[src/shared/acc_map.svh]
`ifndef ACC_MAP_SVH
`define ACC_MAP_SVH
// ------------------------------------------------------------
// register byte addresses
// ------------------------------------------------------------
`define ACC_ADDR_RESULT     8'h00
`define ACC_ADDR_CSR        8'h04
`define ACC_ADDR_IRQ_STAT   8'h08
`define ACC_ADDR_IRQ_MASK   8'h0C
`define ACC_ADDR_CTRL       8'h10
// ------------------------------------------------------------
// csr fields and reset values
// ------------------------------------------------------------
`define ACC_CSR_DONE_BIT    7
`define ACC_CSR_ON_BIT      5
`define ACC_CSR_ZERO_BIT    4
`define ACC_CSR_CH_HI       2
`define ACC_CSR_CH_LO       0
`define ACC_CSR_RESET       8'h00
`define ACC_RESULT_RESET    8'h00
`define ACC_CODE_FULL       8'hFF
`define ACC_CODE_ZERO       8'h00
// ------------------------------------------------------------
// timing
// ------------------------------------------------------------
`define ACC_CONV_CPU_CYC    64
`define ACC_SAMPLE_CPU_X2   63
`define ACC_STAB_NS         30000
`define ACC_CLK_NS          4
`define ACC_AXI_OKAY        2'b00
`define ACC_AXI_SLVERR      2'b10
`endif

[src/shared/acc_pkg.sv]
package acc_pkg;
  typedef enum logic [1:0] {
    ACC_OFF    = 2'b00,
    ACC_STAB   = 2'b01,
    ACC_SAMPLE = 2'b10,
    ACC_CONV   = 2'b11
  } acc_phase_t;

  typedef struct packed {
    logic       done;
    logic       on;
    logic [2:0] chan;
  } acc_csr_t;

  typedef struct packed {
    logic       aw_got;
    logic [7:0] aw_addr;
    logic       w_got;
    logic [31:0] w_data;
    logic [3:0] w_strb;
    logic       bvalid;
    logic [1:0] bresp;
    logic       rvalid;
    logic [31:0] rdata;
    logic [1:0] rresp;
  } acc_axi_t;

  typedef struct packed {
    acc_axi_t    axi;
    acc_csr_t    conversion_control_status;
    logic [7:0]  result;
    acc_phase_t  phase;
    logic [19:0] cnt;
    logic [1:0]  bitpos_unused;
    logic [7:0]  sar;
    logic [3:0]  bitn;
    logic        settled;
    logic        halted;
    logic [1:0]  irq_stat;
    logic [1:0]  irq_mask;
    logic        irq;
    logic [2:0]  chan_out;
    logic        sample;
    logic        conv_on;
    logic [7:0]  dac;
  } acc_state_t;
endpackage : acc_pkg

[src/logic/acc_top.sv]
// Chosen here: the AXI4-Lite register port and the address map.
`timescale 1ns/1ps
`include "acc_map.svh"
// ------------------------------------------------------------
// ------------------------------------------------------------
module acc_top #(
  parameter int unsigned STAB_CYCLES = (`ACC_STAB_NS + `ACC_CLK_NS - 1) / `ACC_CLK_NS
) (
  // clock and reset
  input  wire logic        ref_clk,
  input  wire logic        rst_n,
  // axi4-lite write address
  input  wire logic        s_axi_awvalid,
  output logic             s_axi_awready,
  input  wire logic [7:0]  s_axi_awaddr,
  // axi4-lite write data
  input  wire logic        s_axi_wvalid,
  output logic             s_axi_wready,
  input  wire logic [31:0] s_axi_wdata,
  input  wire logic [3:0]  s_axi_wstrb,
  // axi4-lite write response
  output logic             s_axi_bvalid,
  input  wire logic        s_axi_bready,
  output logic [1:0]       s_axi_bresp,
  // axi4-lite read address
  input  wire logic        s_axi_arvalid,
  output logic             s_axi_arready,
  input  wire logic [7:0]  s_axi_araddr,
  // axi4-lite read data
  output logic             s_axi_rvalid,
  input  wire logic        s_axi_rready,
  output logic [31:0]      s_axi_rdata,
  output logic [1:0]       s_axi_rresp,
  // power mode and analog core
  input  wire logic        halt_mode,
  input  wire logic        cmp_above,
  output logic [2:0]       channel_select,
  output logic             sample_hold,
  output logic             converter_on,
  output logic [7:0]       dac_code,
  // interrupt
  output logic             irq
);

  acc_pkg::acc_state_t s_r;
  acc_pkg::acc_state_t s_nxt;

  localparam int unsigned CONV_CYC = `ACC_CONV_CPU_CYC;
  // sampling of 31.5 clocks: the hold edge lands mid-cycle, so sampling
  // covers 32 whole clocks and the sar steps sit in the remaining 32
  localparam int unsigned SAMPLE_CYC = (`ACC_SAMPLE_CPU_X2 + 1) / 2;
  localparam int unsigned STEP_CYC   = (CONV_CYC - SAMPLE_CYC) / 8;

  function automatic logic [31:0] acc_word(input logic [7:0] b);
    acc_word = {24'h0000_00, b};
  endfunction : acc_word

  function automatic logic acc_mapped(input logic [7:0] a);
    acc_mapped = (a == `ACC_ADDR_RESULT) || (a == `ACC_ADDR_CSR) || (a == `ACC_ADDR_IRQ_STAT) ||
                 (a == `ACC_ADDR_IRQ_MASK) || (a == `ACC_ADDR_CTRL);
  endfunction : acc_mapped

  logic wr_fire;
  logic rd_fire;
  logic csr_wr;
  logic res_rd;
  logic ended;
  logic aborted;

  assign wr_fire = s_r.axi.aw_got && s_r.axi.w_got && !s_r.axi.bvalid;
  assign rd_fire = s_axi_arvalid && !s_r.axi.rvalid;
  assign csr_wr  = wr_fire && (s_r.axi.aw_addr == `ACC_ADDR_CSR) && s_r.axi.w_strb[0];
  assign res_rd  = rd_fire && (s_axi_araddr == `ACC_ADDR_RESULT);

  always_comb begin
    logic [7:0] csr_rd;
    logic [7:0] wb;
    logic [7:0] trial;
    s_nxt   = s_r;
    csr_rd  = 8'h00;
    wb      = s_r.axi.w_data[7:0];
    trial   = 8'h00;
    ended   = 1'b0;
    aborted = 1'b0;
    // ------------------------------------------------------------
    // axi4-lite slave
    // ------------------------------------------------------------
    if (s_axi_awvalid && !s_r.axi.aw_got) begin
      s_nxt.axi.aw_got  = 1'b1;
      s_nxt.axi.aw_addr = s_axi_awaddr;
    end
    if (s_axi_wvalid && !s_r.axi.w_got) begin
      s_nxt.axi.w_got  = 1'b1;
      s_nxt.axi.w_data = s_axi_wdata;
      s_nxt.axi.w_strb = s_axi_wstrb;
    end
    if (wr_fire) begin
      s_nxt.axi.aw_got = 1'b0;
      s_nxt.axi.w_got  = 1'b0;
      s_nxt.axi.bvalid = 1'b1;
      s_nxt.axi.bresp  = acc_mapped(s_r.axi.aw_addr) ? `ACC_AXI_OKAY : `ACC_AXI_SLVERR;
      if (s_r.axi.w_strb[0]) begin
        unique case (s_r.axi.aw_addr)
          `ACC_ADDR_CSR: begin
            // reserved bits 6, 4, 3 are simply not stored
            s_nxt.conversion_control_status.on   = wb[`ACC_CSR_ON_BIT];
            s_nxt.conversion_control_status.chan = wb[`ACC_CSR_CH_HI:`ACC_CSR_CH_LO];
          end
          `ACC_ADDR_IRQ_STAT: s_nxt.irq_stat = s_r.irq_stat & ~wb[1:0];
          `ACC_ADDR_IRQ_MASK: s_nxt.irq_mask = wb[1:0];
          default: ;
        endcase
      end
    end
    if (s_r.axi.bvalid && s_axi_bready) begin
      s_nxt.axi.bvalid = 1'b0;
    end
    csr_rd[`ACC_CSR_DONE_BIT]                  = s_r.conversion_control_status.done;
    csr_rd[`ACC_CSR_ON_BIT]                    = s_r.conversion_control_status.on;
    csr_rd[`ACC_CSR_ZERO_BIT]                  = 1'b0;
    csr_rd[`ACC_CSR_CH_HI:`ACC_CSR_CH_LO]      = s_r.conversion_control_status.chan;
    if (rd_fire) begin
      s_nxt.axi.rvalid = 1'b1;
      s_nxt.axi.rresp  = acc_mapped(s_axi_araddr) ? `ACC_AXI_OKAY : `ACC_AXI_SLVERR;
      unique case (s_axi_araddr)
        `ACC_ADDR_RESULT:   s_nxt.axi.rdata = acc_word(s_r.result);
        `ACC_ADDR_CSR:      s_nxt.axi.rdata = acc_word(csr_rd);
        `ACC_ADDR_IRQ_STAT: s_nxt.axi.rdata = acc_word({6'b00_0000, s_r.irq_stat});
        `ACC_ADDR_IRQ_MASK: s_nxt.axi.rdata = acc_word({6'b00_0000, s_r.irq_mask});
        `ACC_ADDR_CTRL:     s_nxt.axi.rdata = acc_word({5'b0_0000, s_r.halted, s_r.settled, s_r.conv_on});
        default:            s_nxt.axi.rdata = 32'h0000_0000;
      endcase
    end
    if (s_r.axi.rvalid && s_axi_rready) begin
      s_nxt.axi.rvalid = 1'b0;
    end
    // ------------------------------------------------------------
    // conversion sequencer
    // ------------------------------------------------------------
    s_nxt.halted = halt_mode;
    if (!s_nxt.conversion_control_status.on || halt_mode) begin
      // off, or halted: stop now, nothing completes; wait mode is not an input at all
      aborted       = (s_r.phase == acc_pkg::ACC_SAMPLE) || (s_r.phase == acc_pkg::ACC_CONV);
      s_nxt.phase   = acc_pkg::ACC_OFF;
      s_nxt.cnt     = 20'h0_0000;
      s_nxt.settled = 1'b0;
    end else if (csr_wr && s_r.phase != acc_pkg::ACC_OFF && s_r.phase != acc_pkg::ACC_STAB) begin
      // fresh conversion with the new channel
      aborted     = 1'b1;
      s_nxt.phase = acc_pkg::ACC_SAMPLE;
      s_nxt.cnt   = 20'h0_0000;
    end else begin
      unique case (s_r.phase)
        acc_pkg::ACC_OFF: begin
          s_nxt.phase = acc_pkg::ACC_STAB;
          s_nxt.cnt   = 20'h0_0000;
        end
        acc_pkg::ACC_STAB: begin
          // converter is on during settling, but no sampling or conversion starts until it ends
          if (s_r.cnt == 20'(STAB_CYCLES - 1)) begin
            s_nxt.settled = 1'b1;
            s_nxt.phase   = acc_pkg::ACC_SAMPLE;
            s_nxt.cnt     = 20'h0_0000;
          end else begin
            s_nxt.cnt = s_r.cnt + 20'h0_0001;
          end
        end
        acc_pkg::ACC_SAMPLE: begin
          s_nxt.cnt = s_r.cnt + 20'h0_0001;
          if (s_r.cnt == 20'(SAMPLE_CYC - 1)) begin
            s_nxt.phase = acc_pkg::ACC_CONV;
            s_nxt.sar   = 8'h00;
            s_nxt.bitn  = 4'h7;
          end
        end
        acc_pkg::ACC_CONV: begin
          s_nxt.cnt = s_r.cnt + 20'h0_0001;
          trial     = s_r.sar | (8'h01 << s_r.bitn[2:0]);
          // binary search on a monotonic comparator keeps codes monotonic and
          // saturates at ffh / 00h with no overflow output
          if (s_r.cnt[1:0] == 2'(STEP_CYC - 1)) begin
            if (cmp_above) begin
              s_nxt.sar = trial;
            end
            s_nxt.bitn = s_r.bitn - 4'h1;
          end
          if (s_r.cnt == 20'(CONV_CYC - 1)) begin
            ended        = 1'b1;
            s_nxt.result = cmp_above ? trial : s_r.sar;
            s_nxt.phase  = acc_pkg::ACC_SAMPLE;
            s_nxt.cnt    = 20'h0_0000;
          end
        end
        default: ;
      endcase
    end
    // ------------------------------------------------------------
    // done flag: set wins over the result-read clear, a csr write clear wins over set
    // ------------------------------------------------------------
    if (csr_wr || res_rd) begin
      s_nxt.conversion_control_status.done = 1'b0;
    end
    if (ended && !csr_wr) begin
      s_nxt.conversion_control_status.done = 1'b1;
    end
    // ------------------------------------------------------------
    // status interrupts: end and abort events only, never from done
    // ------------------------------------------------------------
    if (ended) begin
      s_nxt.irq_stat[0] = 1'b1;
    end
    if (aborted) begin
      s_nxt.irq_stat[1] = 1'b1;
    end
    s_nxt.irq      = |(s_nxt.irq_stat & s_nxt.irq_mask);
    s_nxt.chan_out = s_nxt.conversion_control_status.chan;
    s_nxt.sample   = (s_nxt.phase == acc_pkg::ACC_SAMPLE);
    s_nxt.conv_on  = (s_nxt.phase != acc_pkg::ACC_OFF);
    s_nxt.dac      = (s_nxt.phase == acc_pkg::ACC_CONV) ?
                     (s_nxt.sar | (8'h01 << s_nxt.bitn[2:0])) : `ACC_CODE_ZERO;
    s_nxt.bitpos_unused = 2'b00;
  end

  always_ff @(posedge ref_clk or negedge rst_n) begin
    if (!rst_n) begin
      s_r          <= '0;
      s_r.conversion_control_status      <= '0;
      s_r.result   <= `ACC_RESULT_RESET;
    end else begin
      s_r <= s_nxt;
    end
  end

  assign s_axi_awready  = !s_r.axi.aw_got;
  assign s_axi_wready   = !s_r.axi.w_got;
  assign s_axi_arready  = !s_r.axi.rvalid;
  assign s_axi_bvalid   = s_r.axi.bvalid;
  assign s_axi_bresp    = s_r.axi.bresp;
  assign s_axi_rvalid   = s_r.axi.rvalid;
  assign s_axi_rdata    = s_r.axi.rdata;
  assign s_axi_rresp    = s_r.axi.rresp;
  assign channel_select = s_r.chan_out;
  assign sample_hold    = s_r.sample;
  assign converter_on   = s_r.conv_on;
  assign dac_code       = s_r.dac;
  assign irq            = s_r.irq;

endmodule : acc_top

[config.mk]
export PLATFORM = sky130hd
export DESIGN_NAME = acc_top
export DESIGN_NICKNAME = d
export VERILOG_FILES = /design/src/shared/acc_pkg.sv /design/src/logic/acc_top.sv
export VERILOG_INCLUDE_DIRS = /design/src /design/src/shared
export SDC_FILE = /design/constraint.sdc
export NUM_CORES = 1
export LEC_CHECK = 0
export ABC_AREA = 1
export BUFFER_PORTS_ARGS = -buffer_cell sky130_fd_sc_hd__buf_2
export CORE_MARGIN = 2
export CORE_UTILIZATION = 52
export DETAILED_ROUTE_END_ITERATION = 6
export GPL_ROUTABILITY_DRIVEN = 1
export PLACE_DENSITY = 0.78
export SLEW_MARGIN = 20
export SYNTH_ARGS = -nofsm -noshare
export SYNTH_HDL_FRONTEND = slang
export SYNTH_SLANG_ARGS = --single-unit
[constraint.sdc]
create_clock -name ref_clk -period 2.3 [get_ports ref_clk]
set_clock_uncertainty 0.05 [all_clocks]
set_input_delay 0.46 -clock ref_clk [delete_from_list [all_inputs] [get_ports ref_clk]]
set_output_delay 0.46 -clock ref_clk [all_outputs]
set_load 0.03 [all_outputs]
==> flow_summary_export.csv, run 1 <==
group,metric,value,unit
cells_and_area,area_growth,8.57,%
critical_path,r2r_slack,0.22,ns
clock_tree,cts_buffers,9,
cells_and_area,fillers,793,
synthesis,synth_top_area_cell,"dfrtp_1",
global_route,grt_usage,20.0,%
critical_path,rr_startpoint,"s_r[151]",
cells_and_area,diodes,0,
synthesis,async_reset_ff_share,100,%
route,finalWirelength,9.48,mm
clock_tree,clockBufferDepth,2,
sta,max_freq,481,MHz
clock_tree,clock_latency,0.36,ns
critical_path,required,2.50,ns
route,ant_nets,0,
global_route,grt_pass1_vias,3619,
critical_path,ff2ff_path_depth,10,
cells_and_area,nets,673,
route,wl_per_cell,12.8,µm
global_route,overflow,0,
route,first_pass_iters,5,
synthesis,ys_seq_area_share,45.5,%
die,fp.coreArea,0.00924,mm²
critical_path,cp.arrival,2.28,ns
die,die_w,102,µm
synthesis,yosys_warnings,0,
placement,hpwl,7.10,mm
route,drc,0,
cells_and_area,stdcell_area,0.00537,mm²
clock_tree,cts_tree,"done",
die,row_count,35,
power,p_leak,2.64,nW
clock_tree,clk_pin_slew_worst_paths,0.09,ns
synthesis,syn_inst,561,
sta,whs,0.0692,ns
critical_path,setup.worst_path.start_class,"flip-flop",
route,drt_iter0_drc,227,
global_route,antenna_found_initial,0,
synthesis,synthTopCellsByCount,"90 x dfrtp_1, 85 x nand2_1, 66 x inv_1",
critical_path,end_kind,"flip-flop",
synthesis,ys_ff_latch,90,
sta,maxSlewViolCount,0,
power,power_density,697,mW/mm²
sta,setup_viol,0,
min_path,min_path_type,"in2async",
sta,hold_viol_final,0,
sta,period_minus_slack,2.08,ns
synthesis,yosysMostFrequentCell,"dfrtp_1",
die,dieArea,0.0103,mm²
synthesis,synth_edf_count,0,
synthesis,ys_top_cells_by_area,"dfrtp_1 46%, buf_4 7.1%, nand2_1 6.4%, inv_1 5.0%, nor2_1 4.6%",
die,die_y,102,µm
route,vias,3748,
critical_path,critPathMaxFanout,11,
sta,post-route-period-util,90.3,%
power,power,3.75,mW
critical_path,crit_type,"reg2reg",
placement,dp_cells,724,
placement,dpl-instance-area,0.00516,mm²
power,ir_worst_vdd,0.319,mV
synthesis,synth_cell_types,43,
placement,place.port_buffers,58,
clock_tree,cts-root-buf,"clkbuf_8",
cells_and_area,layout-drive-gt1-share,22.9,%
synthesis,syn_avg_cell_area,8.82,µm²
sta,rsz0062_at_grt,"no",
global_route,grt_pass1_wl,16.4,mm
die,start_util,53.6,%
placement,gp_congestion,0.859,
die,io_pins,116,
cells_and_area,fin_cells,740,
run_status,status,"finished, final reports clean",
synthesis,ys.flop_type,"dfrtp_1",
synthesis,synth_top_area_share,45.5,%
run,max_cap_viol_count,0,
global_route,grt_max_degree,91,
sta,fin_setup_tns,0,ns
route,vias_per_cell,5.06,
clock_tree,postCtsHoldBufs,0,
synthesis,syn_area,0.00495,mm²
clock_tree,clock-sinks,90,
clock_tree,h-tree-depth,3,
critical_path,reg2reg_to,"s_r[56]",
worst max-delay path, cell delays in order (launching register included):
cell	delay, ns
dfrtp_1	0.40
nor2_1	0.17
nand2_1	0.11
nor2_4	0.16
nand2_4	0.11
inv_2	0.08
nand2_1	0.08
nand3_4	0.13
inv_4	0.06
nand2_2	0.25
mux2_2	0.37
cell families after synthesis:
kind of cell	after synthesis	share of synthesized area (%)
mux	16	4.10
buf+inv	126	13.4
compound gates	69	7.61
simple gates	241	25.7
fa+ha+maj	6	1.52
flops	90	45.5
other cells	1	0.0758
xor+xnor	12	2.12
report_power, final:
group,switching [mW],internal [mW]
clock,0.559,0.538
combinational,0.501,0.235
sequential,0.139,1.78
stage by stage:
stage | util (%) | setup WS [ns]
finish | 58.2 | 0.223
global route | 58.2 | 0.0700
CTS | 58.1 | 0.145
detailed placement | 55.9 | 0.188
global placement | 55.9 | 0.215
floorplan | - | 0.355
cell usage in the layout (no fill, tap or decap), types with 10 or more instances in the layout:
cell type	count
conb_1	26
o21ai_0	21
dfrtp_1	90
inv_1	66
nand3_1	27
mux2_2	10
a21oi_1	22
clkbuf_8	10
buf_2	57
nand2_1	85
nor3_1	10
nand4_1	13
o21ai_1	13
nor2_1	59
layout make-up:
| type | instances | area, µm² | area share [%] |
|---|---|---|---|
| Clock buffer | 11 | 141 | 2.63 |
| Clock inverter | 5 | 62.6 | 1.16 |
| Inverter | 73 | 277 | 5.15 |
| Multi-Input combinational cell | 370 | 2130 | 39.7 |
| Sequential cell | 90 | 2250 | 41.9 |
| Tap cell | 129 | 161 | 3.00 |
| Timing Repair Buffer | 62 | 348 | 6.47 |
routing by layer:
| metal | part of all wire, % | routed length [µm] | global-route usage (%) |
|---|---|---|---|
| met1 | 45 | 4230 | 25.9 |
| met2 | 49 | 4690 | 33.0 |
| met3 | 4.2 | 402 | 3.31 |
| met4 | 1.6 | 154 | 8.52 |
| met5 | 0 | 0 | 0 |
worst max-delay path by stage:
stage / depth (start not counted) / startpoint / slack (ns) / to
floorplan: 12 / s_r[34] / 0.36 / s_r[50]
global placement: 7 / s_r[35] / 0.22 / s_r[60]
detailed placement: 11 / s_r[35] / 0.19 / s_r[50]
CTS: 11 / s_r[35] / 0.14 / s_r[50]
global route: 10 / s_axi_bvalid / 0.07 / s_r[56]
finish: 10 / s_r[151] / 0.22 / s_r[56]
sequential cells by signal (all words and copies together) (netlist names):
signal	flops
s_axi_bvalid	1
s_axi_rdata	8
s_r	64
converter_on	1
s_axi_bresp	1
s_axi_rvalid	1
s_axi_rresp	1
irq	1
dac_code	8
sample_hold	1
channel_select	3
repair_timing:
action | in CTS | in global routing
setup buffers | 0 | 0
resized for setup | 0 | 2
setup endpoints to repair | 0 | 6
endpoints found under the hold margin | 0 | 0
Power figures use the tool's default switching activity.
==> run 2, diff against run 1 <==
--- a/config.mk
+++ b/config.mk
@@ -6,13 +6,14 @@
 export SDC_FILE = /design/constraint.sdc
 export NUM_CORES = 1
 export LEC_CHECK = 0
-export ABC_AREA = 1
 export BUFFER_PORTS_ARGS = -buffer_cell sky130_fd_sc_hd__buf_2
+export CELL_PAD_IN_SITES_DETAIL_PLACEMENT = 1
+export CELL_PAD_IN_SITES_GLOBAL_PLACEMENT = 2
 export CORE_MARGIN = 2
-export CORE_UTILIZATION = 52
+export CORE_UTILIZATION = 33
 export DETAILED_ROUTE_END_ITERATION = 6
 export GPL_ROUTABILITY_DRIVEN = 1
-export PLACE_DENSITY = 0.78
+export PLACE_DENSITY_LB_ADDON = 0.1
 export SLEW_MARGIN = 20
 export SYNTH_ARGS = -nofsm -noshare
 export SYNTH_HDL_FRONTEND = slang
==> run 2 against run 1 <==
Against the previous run:
- the run now ends with setup timing left
- flip-flop and latch count unchanged
- final cell count shrank 3.1%
- first-iteration DRC count down 42%
- count of clock-buffer cells in the layout is 1 higher
- area after synthesis down 8.9%
- non-clock buffer count rose by 72
- total power up 12%
- maximum frequency decreased by 14%
- synthesized cell count is 24% lower
- worst hold slack better by 0.0081 ns
==> flow_summary_export.csv, run 2 <==
group,metric,value,unit
run_status,status,"finished with violations",
run_status,violations,"setup timing",
synthesis,syn_area,0.00451,mm²
clock_tree,h-tree-depth,3,
global_route,grt_usage,16.0,%
cells_and_area,fillers,1488,
die,fp.coreArea,0.0133,mm²
clock_tree,clockBufferDepth,2,
critical_path,ff2ff_path_depth,9,
sta,maxSlewViolCount,0,
route,finalWirelength,11.3,mm
sta,layout_setup_ws,-0.118,ns
critical_path,cp.arrival,2.61,ns
sta,post-route-period-util,105,%
route,drt_iter0_drc,131,
synthesis,synth_top_area_cell,"dfrtp_1",
global_route,overflow,0,
critical_path,crit_type,"reg2reg",
global_route,grt_pass1_wl,18.1,mm
clock_tree,cts-root-buf,"clkbuf_16",
placement,hpwl,7.69,mm
cells_and_area,regMostFlops,"s_r",
sta,hold_viol_final,0,
sta,max_freq,414,MHz
synthesis,synth_top_area_share,50.0,%
critical_path,critPathMaxFanout,5,
cells_and_area,final_core_util,44.8,%
synthesis,ys.flop_type,"dfrtp_1",
clock_tree,cts_tree,"done",
power,power_density,704,mW/mm²
clock_tree,clock-sinks,90,
die,dieArea,0.0146,mm²
cells_and_area,final_cell_mix,"90 x dfrtp_1, 62 x buf_4, 57 x buf_2",
synthesis,ys_seq_area_share,50.0,%
run,max_cap_viol_count,0,
die,io_pins,116,
cells_and_area,stdcell_area,0.00595,mm²
sta,worstMarginPinSlew,0.557,ns
synthesis,yosys_warnings,0,
die,start_util,33.9,%
route,ant_nets,0,
route,vias_per_cell,4.83,
synthesis,synth_edf_count,0,
cells_and_area,nets,603,
sta,setup_viol,30,
synthesis,synth_cell_types,57,
placement,dp_cells,680,
synthesis,async_reset_ff_share,100,%
global_route,grt_max_degree,91,
route,vias,3463,
sta,rsz0062_at_grt,"yes",
clock_tree,clock_latency,0.35,ns
clock_tree,cts_buffers,9,
cells_and_area,area_growth,32.0,%
global_route,antenna_found_initial,0,
cells_and_area,layout-drive-gt1-share,41.4,%
route,first_pass_iters,4,
critical_path,required,2.49,ns
synthesis,ys_top_cells_by_area,"dfrtp_1 50%, buf_4 7.8%, mux2_2 4.5%, nor2_1 3.4%, nand2_1 3.2%",
cells_and_area,diodes,0,
die,die_y,121,µm
synthesis,syn_inst,429,
power,ir_worst_vdd,0.500,mV
synthesis,yosysMostFrequentCell,"dfrtp_1",
sta,period_minus_slack,2.42,ns
cells_and_area,fin_cells,717,
critical_path,end_kind,"flip-flop",
synthesis,syn_avg_cell_area,10.5,µm²
die,row_count,42,
power,p_leak,2.85,nW
min_path,min_path_type,"in2async",
route,wl_per_cell,15.8,µm
sta,fin_setup_tns,-2.61,ns
cells_and_area,largest_register_ffs,64,
critical_path,setup.worst_path.start_class,"flip-flop",
cells_and_area,mostFrequentLayoutCell,"dfrtp_1",
global_route,grt_pass1_vias,3575,
die,die_w,121,µm
synthesis,ys_ff_latch,90,
placement,dp_slack,-0.261,ns
placement,place.port_buffers,58,
sta,whs,0.0774,ns
clock_tree,postCtsHoldBufs,0,
placement,gp_congestion,0.774,
sta,slew_headroom,62.8,%
placement,dpl-instance-area,0.00514,mm²
synthesis,synthTopCellsByCount,"90 x dfrtp_1, 47 x buf_4, 41 x nor2_1",
route,drc,0,
power,power,4.19,mW
clock_tree,clk_pin_slew_worst_paths,0.06,ns
## run 2: cell types whose count changed after synthesis, sizes merged, moves of 9 or more
cell / change
a22o: +16
clkbuf: +11
inv: -60
nand2: -58
nand3: -24
nand4: -9
nor2: -28
o21ai: -28
## run 2: report_power, final
| part | internal, mW | switching [mW] |
|---|---|---|
| Sequential | 1.76 | 0.138 |
| Clock | 0.819 | 0.620 |
| Combinational | 0.380 | 0.469 |
## run 2: critical path, stage by stage (launching register included)
cell       delay [ns]
dfrtp_1          0.38
or4_4            0.56
buf_6            0.14
nor4_4           0.17
mux2_4           0.33
and2b_2          0.24
o21ai_4          0.09
buf_6            0.16
clkbuf_16        0.16
nor2_4           0.03
## run 2: worst paths after layout
check                                from  slack (ns)              to
max                              s_r[150]       -0.12         s_r[43]
min                                 rst_n        0.08     dac_code[5]
max reg2reg                      s_r[150]       -0.12         s_r[43]
min reg2reg                s_axi_rresp[1]        0.43  s_axi_rresp[1]
max in group asynchronous           rst_n        1.71        s_r[152]
min in group ref_clk            halt_mode        0.23         s_r[18]
## run 2: cell type report
| type | instances | area, µm² | share of cell area, % |
|---|---|---|---|
| clock buffers | 12 | 267 | 4.48 |
| flip-flops and latches | 90 | 2250 | 37.8 |
| multi-input cells | 288 | 2170 | 36.5 |
| clock inverters | 4 | 23.8 | 0.399 |
| well taps | 176 | 220 | 3.70 |
| inverters | 13 | 51.3 | 0.862 |
| repair buffers | 134 | 962 | 16.2 |
## run 2: timing repair
action	in CTS	in global routing
cloned	1	4
buffers inserted	12	5
pin swaps	8	15
setup endpoints to repair	46	47
resized for setup	27	56
## run 2: layer usage
layer | track usage [%] | share of wire, % | vias up
met4 | 4.80 | 1.2 | 0
met5 | 0 | 0 | -
met3 | 4.79 | 3.9 | 14
met2 | 26.9 | 52 | 53
met1 | 19.8 | 43 | 1745
li1 | - | - | 1651
## run 2: cell families after synthesis
logic type	share of synthesized area (%)
AND/OR/NAND/NOR	16.4
AO/OA/AOI/OAI	12.4
other	0.0832
adder cells (fa/ha/maj)	1.67
flip-flops	50.0
multiplexers	5.66
XOR/XNOR	3.50
buffers and inverters	10.4
==> run 3, diff against run 2 <==
--- a/config.mk
+++ b/config.mk
@@ -13,6 +13,7 @@
 export CORE_UTILIZATION = 33
 export DETAILED_ROUTE_END_ITERATION = 6
 export GPL_ROUTABILITY_DRIVEN = 1
+export GPL_TIMING_DRIVEN = 0
 export PLACE_DENSITY_LB_ADDON = 0.1
 export SLEW_MARGIN = 20
 export SYNTH_ARGS = -nofsm -noshare
==> run 3 against run 2 <==
Against the previous run:
- the run still ends with setup timing left
- count of clock-buffer cells in the layout grew 1
- maximum frequency down 1.9%
- sequential share of layout area is 0.066 points higher
- total power is 1.5% higher
- critical path type unchanged
==> flow_summary_export.csv, run 3 (synthesis gave the netlist of run 2 again) <==
group,metric,value,unit
global_route,grt_max_degree,67,
placement,dpl-instance-area,0.00515,mm²
min_path,hold_end,"s_r[18]",
cells_and_area,final_cell_mix,"88 x dfrtp_1, 75 x buf_4, 54 x buf_2",
route,ant_nets,0,
die,io_pins,116,
die,start_util,33.9,%
sta,fin_setup_tns,-3.89,ns
clock_tree,h-tree-depth,3,
cells_and_area,largest_register_ffs,64,
run_status,violations,"setup timing",
clock_tree,clock_latency,0.35,ns
global_route,grt_pass1_wl,18.2,mm
critical_path,required,2.48,ns
cells_and_area,regMostFlops,"s_r",
global_route,grt_usage,15.9,%
sta,worstMarginPinSlew,0.643,ns
critical_path,critPathMaxFanout,7,
critical_path,cp.arrival,2.65,ns
sta,post-route-period-util,107,%
clock_tree,cts_buffers,9,
clock_tree,cts_tree,"done",
die,row_count,42,
route,drt_iter0_drc,147,
sta,max_freq,406,MHz
route,finalWirelength,10.9,mm
cells_and_area,diodes,0,
sta,setup_viol,33,
placement,place.port_buffers,55,
global_route,overflow,0,
min_path,hold_depth,1,
critical_path,r2r_slack,-0.16,ns
die,fp.coreArea,0.0133,mm²
cells_and_area,nets,616,
die,die_w,121,µm
min_path,min_path_type,"in2reg",
placement,hpwl,7.60,mm
die,dieArea,0.0146,mm²
cells_and_area,fillers,1486,
sta,hold_viol_final,0,
clock_tree,clk_pin_slew_worst_paths,0.06,ns
critical_path,ff2ff_path_depth,7,
route,wl_per_cell,15.0,µm
route,vias_per_cell,4.71,
global_route,antenna_found_initial,0,
power,ir_worst_vdd,0.420,mV
critical_path,end_kind,"flip-flop",
cells_and_area,mostFrequentLayoutCell,"dfrtp_1",
route,first_pass_iters,4,
critical_path,reg2reg_to,"dac_code[1]",
min_path,hold_start,"halt_mode",
critical_path,crit_type,"reg2reg",
clock_tree,cts-root-buf,"clkbuf_16",
power,power_density,715,mW/mm²
sta,layout_setup_ws,-0.164,ns
cells_and_area,layout-drive-gt1-share,41.2,%
cells_and_area,stdcell_area,0.00595,mm²
route,vias,3432,
sta,slew_headroom,56.7,%
power,p_leak,2.88,nW
global_route,grt_pass1_vias,3671,
sta,period_minus_slack,2.46,ns
sta,rsz0062_at_grt,"yes",
run,max_cap_viol_count,0,
route,drc,0,
clock_tree,clock-sinks,90,
die,die_y,121,µm
run_status,status,"finished with violations",
critical_path,rr_startpoint,"s_r[147]",
cells_and_area,area_growth,31.9,%
critical_path,setup.worst_path.start_class,"flip-flop",
sta,maxSlewViolCount,0,
power,power,4.25,mW
clock_tree,clockBufferDepth,2,
placement,gp_congestion,0.829,
-- run 3: changes by cell type in the layout (fill, tap and decap cells not counted), moves of 3 or more --
cell | before | now
nor2_2 | 5 | 17
clkbuf_1 | 0 | 8
nor2_4 | 9 | 3
buf_6 | 11 | 8
buf_2 | 57 | 54
nor2_1 | 27 | 21
buf_4 | 62 | 75
-- run 3: how the worst max path moves through the flow --
stage,start,to,slack [ns],cells past startpoint
3_3_place_gp,s_r[34],s_r[63],-0.62,9
5_1_grt,s_r[147],dac_code[6],-0.24,7
2_1_floorplan,s_r[148],s_r[36],-0.18,7
6_report,s_r[147],dac_code[1],-0.16,7
4_1_cts,s_r[150],dac_code[1],-0.20,8
3_5_place_dp,s_r[146],s_r[36],-0.66,7
-- run 3: where the power goes --
part / switching (mW) / total [mW] / internal (mW)
logic: 0.439 / 0.822 / 0.382
clock network: 0.604 / 1.53 / 0.924
registers: 0.140 / 1.90 / 1.76
-- run 3: final cells by class --
class                           count  area, µm²  area share [%]
Sequential cell                    90       2250            37.9
Clock buffer                       13        270            4.54
Timing Repair Buffer               90        598            10.1
Inverter                           13       51.3           0.863
Buffer                             57        409            6.88
Tap cell                          176        220            3.70
Multi-Input combinational cell    288       2110            35.5
Clock inverter                      2       35.0           0.589
-- run 3: per-layer routing --
metal / vias up / wire length (µm) / GRT usage, %
li1: 1671 / - / -
met1: 1698 / 5030 / 20.5
met2: 57 / 5370 / 26.4
met3: 6 / 447 / 4.56
met4: 0 / 98 / 3.71
met5: - / 0 / 0
-- run 3: through the flow --
step	utilization (%)	setup WS, ns	instances	hold slack [ns]
final	44.7	-0.164	729	0.232
after detailed placement	38.7	-0.655	686	0.287
after floorplan	-	-0.179	454	0.114
after global placement	38.5	-0.618	685	0.415
after CTS	43.8	-0.202	726	0.223
after global routing	44.7	-0.241	729	0.232
-- run 3: worst max-delay path, cell delays in order (launching register included) --
cell and delay, ns:
dfrtp_1 0.38, or4bb_4 0.54, or4_4 0.59, nand3_4 0.15, buf_4 0.12, nor3b_2 0.05
a22o_1 0.24, a32o_1 0.21
-- run 3: what timing repair did --
| item | in CTS | in global routing |
|---|---|---|
| setup buffers | 25 | 7 |
| gates cloned | 2 | 0 |
| setup endpoints to repair | 56 | 51 |
| resized for setup | 42 | 32 |
| hold buffers | 1 | 0 |
| pin swaps | 22 | 8 |
| hold endpoints to repair | 24 | 0 |
